[src/rsf_pkg.sv]
// Purpose: Shared constants for the reset and status flag controller.
// Assumes: 8-bit register port, 10 MHz system clock.
// Notes:   Offsets of the reset status and special function registers are fixed.
package rsf_pkg;

   // Register offsets.
   localparam logic [7:0] RSF_ADDR_STATUS = 8'h2C;
   localparam logic [7:0] RSF_ADDR_SFC    = 8'h43;
   localparam logic [7:0] RSF_ADDR_PWR    = 8'h33;
   localparam logic [7:0] RSF_ADDR_IRQST  = 8'h50;
   localparam logic [7:0] RSF_ADDR_IRQMSK = 8'h51;

   // Status register bit positions.
   localparam int RSF_BIT_BROWNOUT = 7;
   localparam int RSF_BIT_SLEEP    = 6;
   localparam int RSF_BIT_TIMEOUT  = 5;
   localparam int RSF_BIT_STANDBY  = 4;
   localparam int RSF_BIT_STKERR   = 2;
   localparam logic [7:0] RSF_STATUS_MASK = 8'hF4;

   // Special function and power control fields.
   localparam int RSF_BIT_STKRST_EN = 7;
   localparam int RSF_BIT_SFWE      = 0;
   localparam int RSF_TRIM_W        = 7;
   localparam logic [6:0] RSF_TRIM_CENTRE = 7'h20;

   // Interrupt event bits.
   localparam int RSF_EV_BROWNOUT = 0;
   localparam int RSF_EV_STKERR   = 1;
   localparam int RSF_EV_TIMEOUT  = 2;
   localparam int RSF_EV_READY    = 3;
   localparam int RSF_EV_W        = 4;

   // Power-up delay in oscillator cycles.
   localparam int RSF_FAST_CYCLES = 1024;
   localparam int RSF_SLOW_CYCLES = 32;

   // Partial reset pulse length in system clocks.
   localparam int RSF_PARTIAL_CYCLES = 4;

   localparam logic [15:0] RSF_RESET_VECTOR = 16'h0000;

   typedef enum logic [1:0] {
      RSF_ST_FAST,
      RSF_ST_SLOW,
      RSF_ST_RUN,
      RSF_ST_PARTIAL
   } rsf_state_e;

endpackage : rsf_pkg

[src/rsf_reset_ctrl.sv]
// Purpose: Reset sequencer with sticky reset-cause flags and protected control register.
// Assumes: Oscillator ticks and the brown-out input come from other clock domains.
// Notes:   Status flags are cleared by writing zero; a read of the interrupt status clears it.
`timescale 1ns/1ps

// What this block does
// A brown-out causes a full reset and sets the brown-out status flag in bit 7.
// A stack fault, when enabled, causes a partial reset and sets the stack-error flag in bit 2.
// Bit 7 of the special function register enables the stack-error reset; zero ignores stack faults.
// Writes to the special function register are blocked unless the write-enable bit 0 of power control is one.
// After any reset the core starts fetching at program address zero.
// A full reset holds the core for 1024 fast plus 32 slow oscillator cycles.
// A partial reset clears only part of the state and releases the core without the power-up delay.
// A sleep instruction sets the sleep flag in bit 6.
// A watchdog expiry sets the timeout flag in bit 5 and leaves the other flags alone.
// An idle instruction sets the standby flag in bit 4.
// Sleep, timeout, standby and stack-error flags clear on full reset or when software writes zero.
// The brown-out flag stays set until software writes zero to it.
// Brown-out detection cannot be disabled by any register or program action.
// The seven-bit fast oscillator trim centres at code 100000, zero is maximum up and all ones maximum down.
// A full reset leaves only the brown-out flag set; a partial reset sets only the stack-error flag.
// The power-up counter counts fast cycles first, then slow cycles, and releases only when both finish.
module rsf_reset_ctrl #(
   parameter int FAST_CYCLES = rsf_pkg::RSF_FAST_CYCLES,
   parameter int SLOW_CYCLES = rsf_pkg::RSF_SLOW_CYCLES
) (
   // Clock and reset.
   input  wire logic        mclk,
   input  wire logic        rstn,
   // Register port.
   input  wire logic [7:0]  reg_addr,
   input  wire logic [7:0]  reg_wdata,
   input  wire logic        reg_wr,
   input  wire logic        reg_rd,
   output logic      [7:0]  reg_rdata,
   // Asynchronous events and oscillator ticks.
   input  wire logic        brownout_in,
   input  wire logic        fast_osc_tick,
   input  wire logic        slow_osc_tick,
   // Core-side events, same clock.
   input  wire logic        stack_fault,
   input  wire logic        sleep_exec,
   input  wire logic        idle_exec,
   input  wire logic        wdt_expire,
   // Core control.
   output logic             core_reset,
   output logic             core_partial_reset,
   output logic      [15:0] fetch_addr,
   output logic      [6:0]  fast_osc_trim,
   output logic             irq
);
   import rsf_pkg::*;

   localparam int FW = $clog2(FAST_CYCLES + 1);
   localparam int SW = $clog2(SLOW_CYCLES + 1);
   localparam int PW = $clog2(RSF_PARTIAL_CYCLES + 1);

   // Three-stage synchronisers; a change counts when stages two and three agree.
   logic [2:0] bo_sync_r;
   logic [2:0] fo_sync_r;
   logic [2:0] so_sync_r;
   logic       fo_level_r;
   logic       so_level_r;
   logic       bo_level_r;

   always_ff @(posedge mclk or negedge rstn) begin
      if (!rstn) begin
         bo_sync_r <= 3'h0;
         fo_sync_r <= 3'h0;
         so_sync_r <= 3'h0;
      end else begin
         bo_sync_r <= {bo_sync_r[1:0], brownout_in};
         fo_sync_r <= {fo_sync_r[1:0], fast_osc_tick};
         so_sync_r <= {so_sync_r[1:0], slow_osc_tick};
      end
   end

   // Filtered levels; a tick counts on a rising filtered edge.
   wire fo_agree = (fo_sync_r[1] == fo_sync_r[2]);
   wire so_agree = (so_sync_r[1] == so_sync_r[2]);
   wire fo_nxt   = fo_agree ? fo_sync_r[2] : fo_level_r;
   wire so_nxt   = so_agree ? so_sync_r[2] : so_level_r;
   wire fast_rise = fo_nxt & ~fo_level_r;
   wire slow_rise = so_nxt & ~so_level_r;
   // Brown-out is a filtered level and has no enable anywhere.
   // It only rises or falls once stages two and three agree, so a single late stage cannot end it early.
   wire bo_agree  = (bo_sync_r[1] == bo_sync_r[2]);
   wire brownout  = bo_agree ? bo_sync_r[2] : bo_level_r;

   always_ff @(posedge mclk or negedge rstn) begin
      if (!rstn) begin
         fo_level_r <= 1'b0;
         so_level_r <= 1'b0;
         bo_level_r <= 1'b0;
      end else begin
         fo_level_r <= fo_nxt;
         so_level_r <= so_nxt;
         bo_level_r <= brownout;
      end
   end

   // Register state.
   logic [7:0]          status_r;
   logic                stkrst_en_r;
   logic [RSF_TRIM_W-1:0] trim_r;
   logic                sfwe_r;
   logic [RSF_EV_W-1:0] irq_stat_r;
   logic [RSF_EV_W-1:0] irq_mask_r;
   rsf_state_e          state_r;
   logic [FW-1:0]       fast_cnt_r;
   logic [SW-1:0]       slow_cnt_r;
   logic [PW-1:0]       part_cnt_r;

   // Decode.
   wire wr_status = reg_wr & (reg_addr == RSF_ADDR_STATUS);
   wire wr_sfc    = reg_wr & (reg_addr == RSF_ADDR_SFC) & sfwe_r;
   wire wr_pwr    = reg_wr & (reg_addr == RSF_ADDR_PWR);
   wire wr_mask   = reg_wr & (reg_addr == RSF_ADDR_IRQMSK);
   wire rd_irqst  = reg_rd & (reg_addr == RSF_ADDR_IRQST);

   wire running   = (state_r == RSF_ST_RUN);
   // A disabled stack-error reset ignores the fault entirely.
   wire stk_hit   = running & stack_fault & stkrst_en_r;
   wire fast_done = (fast_cnt_r == FW'(FAST_CYCLES - 1)) & fast_rise;
   wire slow_done = (slow_cnt_r == SW'(SLOW_CYCLES - 1)) & slow_rise;
   wire part_done = (part_cnt_r == PW'(RSF_PARTIAL_CYCLES - 1));
   wire ready_ev  = (state_r == RSF_ST_SLOW) & slow_done;

   // Flag clears by writing zero; events win over a clear in the same cycle.
   wire [7:0] wr_keep = wr_status ? reg_wdata : 8'hFF; // see R11
   wire [7:0] set_vec = ({7'h0, stk_hit}        << RSF_BIT_STKERR)
                      | ({7'h0, sleep_exec}     << RSF_BIT_SLEEP)
                      | ({7'h0, wdt_expire}     << RSF_BIT_TIMEOUT)
                      | ({7'h0, idle_exec}      << RSF_BIT_STANDBY);
   wire [7:0] status_nxt = ((status_r & wr_keep) | set_vec) & RSF_STATUS_MASK;

   // Full reset state: brown-out flag only.
   localparam logic [7:0] STATUS_FULL = 8'(1 << RSF_BIT_BROWNOUT);

   always_ff @(posedge mclk or negedge rstn) begin
      if (!rstn) begin
         status_r <= STATUS_FULL;
      end else if (brownout) begin
         status_r <= STATUS_FULL;
      end else begin
         status_r <= status_nxt;
      end
   end

   // Special function and power control survive a partial reset.
   always_ff @(posedge mclk or negedge rstn) begin
      if (!rstn) begin
         stkrst_en_r <= 1'b0;
         trim_r      <= RSF_TRIM_CENTRE;
         sfwe_r      <= 1'b0;
         irq_mask_r  <= '0;
      end else if (brownout) begin
         stkrst_en_r <= 1'b0;
         trim_r      <= RSF_TRIM_CENTRE;
         sfwe_r      <= 1'b0;
         irq_mask_r  <= '0;
      end else begin
         if (wr_sfc) begin
            stkrst_en_r <= reg_wdata[RSF_BIT_STKRST_EN];
            trim_r      <= reg_wdata[RSF_TRIM_W-1:0];
         end
         if (wr_pwr) begin
            sfwe_r <= reg_wdata[RSF_BIT_SFWE];
         end
         if (wr_mask) begin
            irq_mask_r <= reg_wdata[RSF_EV_W-1:0];
         end
      end
   end

   // Sequencer: fast count, slow count, run; partial reset is a short pulse.
   always_ff @(posedge mclk or negedge rstn) begin
      if (!rstn) begin
         state_r    <= RSF_ST_FAST;
         fast_cnt_r <= '0;
         slow_cnt_r <= '0;
         part_cnt_r <= '0;
      end else if (brownout) begin
         state_r    <= RSF_ST_FAST;
         fast_cnt_r <= '0;
         slow_cnt_r <= '0;
         part_cnt_r <= '0;
      end else begin
         case (state_r)
            RSF_ST_FAST: begin
               if (fast_done) begin
                  state_r <= RSF_ST_SLOW;
               end else if (fast_rise) begin
                  fast_cnt_r <= fast_cnt_r + FW'(1);
               end
            end
            RSF_ST_SLOW: begin
               if (slow_done) begin
                  state_r <= RSF_ST_RUN;
               end else if (slow_rise) begin
                  slow_cnt_r <= slow_cnt_r + SW'(1);
               end
            end
            RSF_ST_RUN: begin
               if (stk_hit) begin
                  state_r    <= RSF_ST_PARTIAL;
                  part_cnt_r <= '0;
               end
            end
            RSF_ST_PARTIAL: begin
               if (part_done) begin
                  state_r <= RSF_ST_RUN;
               end else begin
                  part_cnt_r <= part_cnt_r + PW'(1);
               end
            end
            default: state_r <= RSF_ST_FAST;
         endcase
      end
   end

   // Interrupt status: sticky, cleared by a read; a new event wins over the clear.
   wire [RSF_EV_W-1:0] ev_vec = {ready_ev, wdt_expire, stk_hit, brownout};
   always_ff @(posedge mclk or negedge rstn) begin
      if (!rstn) begin
         irq_stat_r <= '0;
      end else begin
         irq_stat_r <= (rd_irqst ? '0 : irq_stat_r) | ev_vec;
      end
   end

   // Read mux, data valid the cycle after the strobe.
   logic [7:0] rd_mux;
   assign rd_mux = (reg_addr == RSF_ADDR_STATUS) ? status_r :
                   (reg_addr == RSF_ADDR_SFC)    ? {stkrst_en_r, trim_r} :
                   (reg_addr == RSF_ADDR_PWR)    ? {7'h0, sfwe_r} :
                   (reg_addr == RSF_ADDR_IRQST)  ? {4'h0, irq_stat_r} :
                   (reg_addr == RSF_ADDR_IRQMSK) ? {4'h0, irq_mask_r} : 8'h00;

   always_ff @(posedge mclk or negedge rstn) begin
      if (!rstn) begin
         reg_rdata <= 8'h00;
      end else begin
         reg_rdata <= reg_rd ? rd_mux : 8'h00;
      end
   end

   // Core controls held in reset until the sequencer runs.
   assign core_reset         = (state_r == RSF_ST_FAST) | (state_r == RSF_ST_SLOW) | brownout;
   // A brown-out overrides a partial reset still in progress, so the core never sees both at once.
   assign core_partial_reset = (state_r == RSF_ST_PARTIAL) & ~brownout;
   assign fetch_addr         = RSF_RESET_VECTOR;
   assign fast_osc_trim      = trim_r;
   // A set mask bit blocks its event from the interrupt line.
   assign irq                = |(irq_stat_r & ~irq_mask_r);

endmodule // rsf_reset_ctrl

[config.mk]
export PLATFORM = sky130hd
export DESIGN_NAME = rsf_reset_ctrl
export DESIGN_NICKNAME = d
export VERILOG_FILES = /design/src/rsf_pkg.sv /design/src/rsf_reset_ctrl.sv
export SDC_FILE = /design/constraint.sdc
export NUM_CORES = 1
export LEC_CHECK = 0
export ABC_CLOCK_PERIOD_IN_PS = 2400
export BUFFER_PORTS_ARGS = -buffer_cell sky130_fd_sc_hd__buf_4
export CAP_MARGIN = 10
export CORE_ASPECT_RATIO = 1.2
export CORE_MARGIN = 3
export CORE_UTILIZATION = 55
export CTS_CLUSTER_SIZE = 40
export DETAILED_ROUTE_END_ITERATION = 8
export HOLD_SLACK_MARGIN = 0.06
export MAX_ROUTING_LAYER = met4
export PLACE_DENSITY_LB_ADDON = 0.12
export REMOVE_ABC_BUFFERS = 1
export SLEW_MARGIN = 40
export SYNTH_ARGS = -nofsm -noshare
export SYNTH_HDL_FRONTEND = slang
export SYNTH_SLANG_ARGS = --single-unit
[constraint.sdc]
create_clock -name mclk -period 2.4 [get_ports mclk]
set_input_delay 0.24 -clock mclk [delete_from_list [all_inputs] [get_ports mclk]]
set_output_delay 0.24 -clock mclk [all_outputs]
set_load 0.05 [all_outputs]
# Word-level counts from Yosys, hierarchy flattened

Index checks and enable logic that the tools add are counted.

Flip-flop bits (word level): 67
Input port bits: 27
Output and inout bits: 34
Word-level logic and storage cells: 120

Add/sub/neg operators: 3
Eq/ne operators: 21
Mux-type cells: 38
Bitwise gates (word level): 27
Reduce and logical (&&, ||, !) cells: 14

Operators with widths:

| cell                  | number |
|---|---|
| $mux 11               | 4 |
| $mux 8                | 5 |
| $eq 8x7->1 const B    | 3 |
| $mux 4                | 6 |
| $mux 6                | 4 |
| $eq 8x6->1 const B    | 2 |
| $and 1x1->1           | 14 |
| $mux 7                | 2 |
| $reduce_bool 2->1     | 7 |
| $ne 3x3->1 const B    | 4 |
| $add 11x1->11 const B | 1 |
| $eq 11x10->1 const B  | 1 |
| $mux 2                | 5 |
| $mux 3                | 3 |
| $reduce_and 3->1      | 3 |
| $and 8x8->8           | 1 |
| $or 8x7->8            | 1 |
| $pmux 2 s4            | 1 |
| $mux 1                | 7 |
| $or 3x7->7            | 1 |
| $or 7x5->7            | 1 |
| $or 7x6->7            | 1 |
| $add 6x1->6 const B   | 1 |
| $eq 6x5->1 const B    | 1 |
| 17 further kinds      | 24 |

# Longest topological paths before layout

Gate-level depths: netlist (run 1).

Depth after elaboration: 8
Gate-level depth with buffers: 6
Gate-level depth less buffers: 6

# Worst setup path after synthesis (run 1)

Ideal clock, no wire load.

Kind: input-to-reg
Start point: in reg_addr[7]
End point: reg trim_r[1], in the netlist fast_osc_trim[1]
Setup time: 132 ps
Arrival: 1609 ps
Required time: 2268 ps
Setup slack: 659 ps
Cell stages on the path: 4
Path buffers: 0
Cell sequence: or4_4 nor4_4 mux2i_1 nor2_2

Longest elaborated chain between the ends: 4

Ends and longest elaborated chain:

| item                               | line                  | RTL |
|---|---|---|
| start: declaration                 | rsf_reset_ctrl.sv:31  | `input wire logic [7:0] reg_addr,` |
| $eq 8x7->1                         | rsf_reset_ctrl.sv:116 | `wire wr_sfc = reg_wr & (reg_addr == RSF_ADDR_SFC) & sfwe_r;` |
| $and 1x1->1 (2 in series)          | rsf_reset_ctrl.sv:116 |  |
| $reduce_bool 2->1 (no source line) | n/a                   |  |
| end signal: assignment             | rsf_reset_ctrl.sv:165 | `trim_r <= reg_wdata[RSF_TRIM_W-1:0];` |
| end: declaration                   | rsf_reset_ctrl.sv:105 | `logic [RSF_TRIM_W-1:0] trim_r;` |

No other way between the ends.
A chain may end at the register's enable or synchronous reset.

# Worst setup path after layout (run 1)

Start point: reg fo_sync_r[1]
End point: reg fast_cnt_r[4]

Longest elaborated chain between the ends: 6
Elaborated cells on any way between the ends: 7
Classes of those cells: eq/ne (2); mux (1); bitwise (2); reduce/logical (2)

Ends and longest elaborated chain:

| item                                | line                  | RTL |
|---|---|---|
| start: declaration                  | rsf_reset_ctrl.sv:60  | `logic [2:0] fo_sync_r;` |
| start signal: assignment            | rsf_reset_ctrl.sv:73  | `fo_sync_r <= {fo_sync_r[1:0], fast_osc_tick};` |
| $eq 1x1->1 *                        | rsf_reset_ctrl.sv:79  | `wire fo_agree = (fo_sync_r[1] == fo_sync_r[2]);` |
| $mux 1 *                            | rsf_reset_ctrl.sv:81  | `wire fo_nxt = fo_agree ? fo_sync_r[2] : fo_level_r;` |
| $and 1x1->1 *                       | rsf_reset_ctrl.sv:83  | `wire fast_rise = fo_nxt & ~fo_level_r;` |
| $and 1x1->1                         | rsf_reset_ctrl.sv:124 | `wire fast_done = (fast_cnt_r == FW'(FAST_CYCLES - 1)) & fast_rise;` |
| $ne 2x2->1 (no source line)         | n/a                   |  |
| $reduce_and 3->1 (no source line) * | n/a                   |  |
| end signal: assignment              | rsf_reset_ctrl.sv:194 | `fast_cnt_r <= fast_cnt_r + FW'(1);` |
| end: declaration                    | rsf_reset_ctrl.sv:110 | `logic [FW-1:0] fast_cnt_r;` |

Mark *: on every way between the ends. The rest lies on a longest branch, timed or not.

==> results of run 1 <==
## area by class of cell
class	count	area, µm²
tap	62	77.6
fill	416	1690
inverter	10	37.5
clock inverter	5	33.8
multi-input combinational	211	1370
timing repair buffer	55	427
clock buffer	10	138
sequential	64	1600
## power breakdown
group | switching, W | total (W) | leakage [nW] | internal, W
Clock | 0.000403 | 0.000797 | 0.0841 | 0.000394
Sequential | 0.0000142 | 0.00111 | 0.844 | 0.00110
Combinational | 0.000144 | 0.000207 | 0.702 | 0.0000636
Total | 0.000561 | 0.00212 | 1.63 | 0.00156
## final timing paths
check	slack, ps	from	endpoint
max in group asynchronous	1550	rstn	slow_cnt_r[1]
min in group asynchronous	460	rstn	fast_osc_trim[1]
min	120	wdt_expire	irq_stat_r[2]
max reg2reg	470	fo_sync_r[1]	fast_cnt_r[4]
min reg2reg	350	fo_sync_r[0]	fo_sync_r[1]
max	470	fo_sync_r[1]	fast_cnt_r[4]
## stage by stage
stage          hold WS (ps)  instance area [µm²]  setup slack (ps)  utilization
2_1_floorplan         -55.6                 3010               360            -
3_3_place_gp            333                 3470               483        0.646
3_5_place_dp            335                 3470               450        0.646
4_1_cts                 111                 3680               467        0.685
5_1_grt                 114                 3680               289        0.686
6_report                119                 3680               471        0.686
## cell usage after synthesis (2+ instances only)
library cell,count,area (µm²)
nand4_1,4,25.0
nor4_1,3,18.8
a21o_1,6,45.0
nand3b_1,3,22.5
nor3_1,5,25.0
nand3_1,8,40.0
dfstp_2,2,52.6
nor3b_1,3,22.5
a21oi_1,15,75.1
inv_1,10,37.5
nor2b_1,7,43.8
ha_1,4,50.1
maj3_1,2,20.0
nand2b_1,3,18.8
mux2_2,2,22.5
o311ai_0,2,17.5
dfrtp_1,62,1550
o21a_1,2,15.0
clkbuf_1,8,30.0
o21ai_0,13,65.1
or4_1,4,30.0
buf_1,2,7.51
mux2i_1,15,150
nor2_1,18,67.6
nand2_1,20,75.1
nand4b_1,2,17.5
or2_2,2,12.5
nor2_2,7,43.8
and3_1,3,18.8
or3_1,5,31.3
a22oi_1,8,60.1
and4b_1,2,20.0
o31ai_1,4,30.0
buf_4,16,120
## placed cells by master (no fill, tap or decap), drive strengths merged, types with 5 or more instances in the layout
cell and instances:
nand3 8, nor2b 7, nand2 20, dfrtp 62, o21ai 14, buf 51
mux2i 15, a21o 6, inv 10, or4 5, nor2 25, or3 5
a21oi 15, a22oi 8, nor3 6, conb 16, clkbuf 10
## state kept, by name, summed over array words and instances (netlist names), 4 cells and up
register and count:
irq_stat_r 4, status_r 5, slow_cnt_r 6, reg_rdata 8
irq_mask_r 4, fast_osc_trim 7, fast_cnt_r 11
## critical path: stages (launching register included)
cell and delay (ps):
dfrtp_1 390, nor4bb_1 350, nand2b_1 350, or4_1 600, a21oi_1 160
## what timing repair did
action	in CTS	in global routing
endpoints found under the hold margin	65	0
buffers inserted	0	0
hold buffers	4	0
## routing by layer
metal  routed length (µm)  global-route usage  vias up
met5                    0                   -        -
met4                  123              0.0906        0
li1                     -                   -     1156
met3                  276              0.0511       11
met1                 2770               0.260     1153
met2                 3220               0.359       55
## logic make-up (layout without fill, tap and decap cells)
group,Yosys count,in the layout,synth area share
AND/OR/NAND/NOR,106,106,0.198
AO/OA/AOI/OAI,64,64,0.138
flip-flops,64,64,0.516
buffers and inverters,36,80,0.0628
multiplexers,17,17,0.0556
adder cells (fa/ha/maj),6,6,0.0225
XOR/XNOR,2,2,0.00564
other,1,16,0.00121
==> results.json, run 1 <==
{
  "cts.sinks": 64,
  "cts_tree": "built",
  "synthArstFlopShare": 1.00,
  "wl_per_cell_um": 15.3,
  "drive_above_1_share": 0.231,
  "fp.dieH_um": 88.3,
  "ys_ff_latch": 64,
  "setup_violations": 0,
  "placed_cells": 398,
  "path_class": "reg2reg",
  "slew_viol_final": 0,
  "grt_antenna_before_repair": 0,
  "whs_path_depth": 2,
  "syn_area_um2": 3110,
  "min_period_ps": 1930,
  "hpwlAfterDp_um": 4450,
  "first_iter_violations": 105,
  "yosysUniqueCellTypes": 58,
  "cap_violations": 0,
  "cts_made_buffers": 9,
  "r2r_cells": 4,
  "core_region_area_um2": 5370,
  "synth_cells": 296,
  "areaGrowthSynthToFinish_pct": 18.5,
  "skew_ps": 8.54,
  "initial_core_util": 0.579,
  "crit_required_ps": 2660,
  "grt_max_degree": 65,
  "grt_pass1_wl_um": 10600,
  "peakVddDrop_mv": 0.565,
  "ys_seq_area_frac": 0.516,
  "num_antenna_cells": 0,
  "p_per_area_nw_per_um2": 575,
  "fp-row-count": 29,
  "instances_no_fill": 417,
  "die_area_um2": 6590,
  "grt_pass1_vias": 2303,
  "max_freq_mhz": 518,
  "finalHoldViolCount": 0,
  "cts-resized-gates": 0,
  "synth_area_per_cell_um2": 10.5,
  "port-buffer-count": 44,
  "critPathMaxFanout": 15,
  "finalCritPeriodShare": 0.804,
  "start_kind": "flip-flop",
  "total_power_w": 0.00212,
  "tns_ps": 0,
  "grt.overflow.total": 0,
  "leakagePower_nw": 1.63,
  "cts_buffer_depth": 2,
  "ioPinCount": 61,
  "hold_path_class": "in2reg",
  "worstPathArrival_ps": 2190,
  "synthFlopType": "dfrtp_1",
  "gp_congestion": 0.867,
  "slew_headroom": 0.633,
  "first_pass_iters": 4,
  "clk_pin_slew_ps": 70,
  "root_buffer": "clkbuf_8",
  "endpoint_kind": "flip-flop",
  "tightest_slew_ps": 551,
  "vias": 2375,
  "drc_errors": 0,
  "die_x_um": 74.6,
  "vias_per_cell": 5.70,
  "yosysWarnings": 0,
  "synth_edf_count": 0,
  "rsz0062_at_grt": "no",
  "outcome": "finished, final reports clean",
  "drt-total-wl_um": 6400,
  "grt.total_usage": 0.220,
  "antenna_left": 0,
  "worstSkewPairLatency_ps": 340,
  "fin_nets": 382,
  "htreeDepth": 3
}
Power figures use the tool's default switching activity.
==> run 2, diff against run 1 <==
- ABC_AREA: not set -> 1
- ABC_CLOCK_PERIOD_IN_PS: 2400 -> 1850
- clock period: 2.4 -> 1.85 ns (I/O delays scaled with it)
==> results.json, run 2 <==
{
  "outcome": "finished, final reports clean",
  "peakVddDrop_mv": 0.573,
  "p_per_area_nw_per_um2": 915,
  "htreeDepth": 3,
  "whs_ps": 88.6,
  "worstPathArrival_ps": 1510,
  "rsz0062_at_grt": "no",
  "grt_pass1_vias": 2717,
  "ioPinCount": 61,
  "synth_edf_count": 0,
  "clkPwrFrac": 0.439,
  "slew_viol_final": 0,
  "port-buffer-count": 44,
  "clk_pin_slew_ps": 70,
  "power.switching_w": 0.000990,
  "reg2reg_to": "slow_cnt_r[1]",
  "gp_congestion": 0.853,
  "placed_cells": 513,
  "skew_ps": 8.83,
  "final_cell_mix": "nand2_1 (85), dfrtp_1 (62), buf_4 (49)",
  "yosysTopAreaCell": "dfrtp_1",
  "cts.sinks": 64,
  "hold_path_class": "in2reg",
  "cp_slowest_cell": "dfrtp_1",
  "initial_core_util": 0.573,
  "multi_input_area_um2": 1390,
  "largest_register_ffs": 11,
  "cts_made_buffers": 9,
  "critPathTopFamily": "flip-flops",
  "first_pass_iters": 4,
  "final_util": 0.703,
  "nFillCells": 469,
  "grt_max_degree": 65,
  "cp-endpoint": "core_reset",
  "antenna_left": 0,
  "core_region_area_um2": 5740,
  "top_register": "fast_cnt_r",
  "grt.overflow.total": 0,
  "instances_no_fill": 540,
  "worstSkewPairLatency_ps": 340,
  "first_iter_violations": 190,
  "critPathMaxFanout": 13,
  "synth_most_common_cell": "nand2_1",
  "crit_required_ps": 1660,
  "die_area_um2": 6950,
  "met2_usage": 0.372,
  "num_antenna_cells": 0,
  "crit_cells": 5,
  "finalHoldViolCount": 0,
  "use_met3": 0.0539,
  "fp.dieH_um": 90.7,
  "path_buf_inv": 2,
  "layout_commonest_cell": "nand2_1",
  "die_x_um": 76.6,
  "p_int_w": 0.00270,
  "synthFlopType": "dfrtp_1",
  "yosysUniqueCellTypes": 36,
  "start_kind": "flip-flop",
  "grt_pass1_wl_um": 12600,
  "cap_violations": 0,
  "syn_area_um2": 3290,
  "leakagePower_nw": 2.07,
  "seq_area_um2": 1600,
  "wl_per_cell_um": 13.4,
  "finalCritPeriodShare": 0.919,
  "pwr-share-seq": 0.416,
  "netlist.area_leader.share": 0.471,
  "fp-row-count": 30,
  "regToRegSetupSlack_ps": 180,
  "setup_violations": 0,
  "min-delay-start": "wdt_expire",
  "slew_headroom": 0.622,
  "vias": 2783,
  "grt.total_usage": 0.236,
  "drive_above_1_share": 0.200,
  "design_area_um2": 4040,
  "dpl_cell_area_um2": 3640,
  "root_buffer": "clkbuf_8",
  "areaGrowthSynthToFinish_pct": 22.7,
  "gr-usage-met1": 0.294,
  "worstSetupStartpoint": "bo_sync_r[2]",
  "synth_area_per_cell_um2": 8.37,
  "netSwitchingFraction": 0.268,
  "min_period_ps": 1700,
  "hpwlAfterDp_um": 4980,
  "path_class": "reg2out",
  "fin_nets": 486,
  "cts_tree": "built",
  "cts_buffer_depth": 2,
  "critPathMaxStageDelay_ps": 420,
  "tightest_slew_ps": 566,
  "grt-busiest-layer": "met2",
  "cp_cell_sequence": "a21o_1 -> o21ai_4 -> buf_8 -> nand2_1 -> buf_4",
  "grt_antenna_before_repair": 0,
  "synthArstFlopShare": 1.00,
  "vias_per_cell": 5.15,
  "yosysWarnings": 0,
  "ys_ff_latch": 64,
  "ys_seq_area_frac": 0.487,
  "synthTopCellsByArea": "dfrtp_1 (47%), nand2_1 (9.7%), nand3_1 (6.8%)",
  "endpoint_kind": "output port",
  "drt-total-wl_um": 7230,
  "drc_errors": 0,
  "r2r-start": "slow_cnt_r[1]",
  "max_freq_mhz": 588,
  "r2r_cells": 8,
  "synth_common_cells": "nand2_1 (85), dfrtp_1 (62), inv_1 (45), nand3_1 (45), nor2_1 (34)",
  "p_comb_frac": 0.145,
  "synth_cells": 393
}
==> run 2: layer usage <==
metal	vias up	share of wire
met5	-	0
met4	0	0.019
met3	15	0.045
met2	75	0.51
met1	1317	0.43
li1	1376	-
==> run 2: how the worst min path moves through the flow <==
stage	to	slack [ps]	cells after the start
2_1_floorplan	bo_level_r	-110	0
3_3_place_gp	so_sync_r[0]	290	1
3_5_place_dp	bo_sync_r[0]	300	1
4_1_cts	irq_stat_r[2]	70	3
5_1_grt	irq_stat_r[2]	70	3
6_report	irq_stat_r[2]	90	3
==> run 2: timing repair <==
item / 4_1_cts / 5_1_grt
gates cloned: 0 / 0
buffers inserted: 0 / 2
pin swaps: 1 / 1
hold endpoints to repair: 70 / 0
endpoints found under the setup margin: 2 / 1
gates resized for setup: 2 / 1
hold buffers: 9 / 0
==> run 2: layout make-up <==
cell class / instances / share of cell area
multi-input combinational: 270 / 0.345
tap: 80 / 0.0248
sequential: 64 / 0.397
clock inverter: 5 / 0.0316
inverter: 50 / 0.0465
clock buffer: 11 / 0.0350
timing repair buffer: 60 / 0.120
==> run 2: power groups by stage <==
stage / clock network, W / registers (W) / logic [W]
detailed placement: 0 / 0.00156 / 0.000504
global placement: 0 / 0.00156 / 0.000495
CTS: 0.00164 / 0.00154 / 0.000526
floorplan: 0 / 0.00154 / 0.000339
finish: 0.00162 / 0.00154 / 0.000534
global route: 0.00171 / 0.00155 / 0.000602
==> run 2: kinds of logic after synthesis <==
logic type | share of synthesized area
AND/OR/NAND/NOR | 0.275
buffers and inverters | 0.109
flip-flops | 0.487
AO/OA/AOI/OAI | 0.0935
XOR/XNOR | 0.0160
adder cells (fa/ha/maj) | 0.0183
other | 0.00114
==> run 2: metrics by stage <==
stage / power, W / setup TNS, ps / worst slack (ps)
6_report: 0.00369 / 0 / 150
5_1_grt: 0.00387 / 0 / 30.4
4_1_cts: 0.00371 / 0 / 37.5
3_5_place_dp: 0.00206 / 0 / 76.7
3_3_place_gp: 0.00206 / 0 / 178
2_1_floorplan: 0.00188 / -1600 / -180
==> run 2: worst reg2reg max path: stages, from the launching register on <==
cell	delay, ps
dfrtp_1	390
ha_1	210
nand3_1	120
nor2_1	110
nand2_1	100
nand3_1	260
inv_1	140
o21ai_0	180
nor2_1	50
==> run 3, diff against run 2 <==
- BUFFER_PORTS_ARGS: -buffer_cell sky130_fd_sc_hd__buf_4 -> -buffer_cell sky130_fd_sc_hd__buf_2
==> results.json, run 3 (synthesis gave the netlist of run 2 again) <==
{
  "outcome": "finished, final reports clean",
  "cts_buffer_depth": 2,
  "fp.dieH_um": 90.7,
  "grt_antenna_before_repair": 0,
  "rsz0062_at_grt": "no",
  "cts_setup_buffers": 0,
  "seq_area_um2": 1600,
  "finalCritPeriodShare": 0.941,
  "start_kind": "flip-flop",
  "cts_made_buffers": 9,
  "min_period_ps": 1740,
  "htreeDepth": 3,
  "num_antenna_cells": 0,
  "peakVddDrop_mv": 0.565,
  "slew_viol_final": 0,
  "grt.total_usage": 0.221,
  "grt_max_degree": 27,
  "skew_ps": 6.57,
  "worstPathArrival_ps": 1560,
  "grt_pass1_vias": 2584,
  "areaGrowthSynthToFinish_pct": 15.2,
  "worstSkewPairLatency_ps": 330,
  "path_class": "reg2out",
  "final_cell_mix": "nand2_1 (85), dfrtp_1 (62), inv_1 (45), nand3_1 (45), buf_2 (44)",
  "largest_register_ffs": 11,
  "ioPinCount": 61,
  "p_per_area_nw_per_um2": 806,
  "initial_core_util": 0.573,
  "instances_no_fill": 535,
  "cap_violations": 0,
  "hold_path_class": "in2reg",
  "top_register": "fast_cnt_r",
  "first_iter_violations": 164,
  "root_buffer": "clkbuf_8",
  "tns_ps": 0,
  "grt.overflow.total": 0,
  "wl_per_cell_um": 12.8,
  "fin_nets": 481,
  "gp_congestion": 0.846,
  "port-buffer-count": 44,
  "antenna_left": 0,
  "multi_input_area_um2": 1390,
  "layout_commonest_cell": "nand2_1",
  "tightest_slew_ps": 614,
  "cts_tree": "built",
  "die_area_um2": 6950,
  "cts.sinks": 64,
  "nFillCells": 525,
  "vias_per_cell": 5.03,
  "endpoint_kind": "output port",
  "die_x_um": 76.6,
  "critPathMaxFanout": 11,
  "hpwlAfterDp_um": 5060,
  "placed_cells": 514,
  "max_freq_mhz": 575,
  "clk_pin_slew_ps": 70,
  "core_region_area_um2": 5740,
  "finalHoldViolCount": 0,
  "vias": 2690,
  "drive_above_1_share": 0.191,
  "crit_required_ps": 1660,
  "fp-row-count": 30,
  "slew_headroom": 0.591,
  "setup_violations": 0,
  "first_pass_iters": 4,
  "leakagePower_nw": 1.98,
  "drt-total-wl_um": 6850,
  "drc_errors": 0,
  "grt_pass1_wl_um": 12000
}
## run 3: power breakdown
part	internal (W)	total [W]	switching (W)
logic	0.000143	0.000508	0.000365
clock network	0.000524	0.00101	0.000483
registers	0.00147	0.00154	0.0000701
## run 3: metal layers
layer | GRT usage | part of all wire | vias to the layer above
met5 | - | 0 | -
met4 | 0.0816 | 0.0085 | 0
met3 | 0.0369 | 0.036 | 5
met2 | 0.350 | 0.50 | 54
met1 | 0.289 | 0.46 | 1268
li1 | - | - | 1363
## run 3: worst paths after layout
| check | start | end | slack [ps] | depth (start not counted) |
|---|---|---|---|---|
| worst max-delay path | bo_level_r | core_reset | 110 | 5 |
| worst min register to register | so_sync_r[0] | so_sync_r[1] | 360 | 0 |
| worst min-delay path | reg_wdata[6] | fast_osc_trim[6] | 80 | 3 |
| worst max register to register | slow_cnt_r[1] | slow_cnt_r[1] | 200 | 8 |
| min in group asynchronous | rstn | status_r[4] | 410 | 2 |
| max in group asynchronous | rstn | fast_osc_trim[5] | 810 | 3 |
## run 3: area by class of cell
type,count,share of cell area
clock buffer,15,0.0413
inverter,50,0.0495
multi-input combinational,270,0.367
timing repair buffer,55,0.0908
tap,80,0.0264
sequential,64,0.423
clock inverter,1,0.00132
## run 3: timing repair
action                                  4_1_cts  5_1_grt
endpoints found under the setup margin        1        1
resized for setup                             1        1
hold buffers                                  5        0
hold endpoints to repair                     27        0
## run 3: worst max-delay path: stages, from the launching register on
cell,delay (ps)
dfrtp_1,410
a21o_1,220
o21ai_4,140
buf_6,190
nand2_1,60
buf_2,220
## run 3: metrics by stage
stage	power (W)	worst slack [ps]	utilization	area (µm²)	hold WS (ps)
floorplan	0.00188	-180	-	3180	-111
global placement	0.00204	252	0.621	3570	235
detailed placement	0.00205	229	0.621	3570	233
CTS	0.00307	60.1	0.659	3790	67.8
global route	0.00322	3.91	0.660	3790	83.4
finish	0.00305	110	0.660	3790	75.9
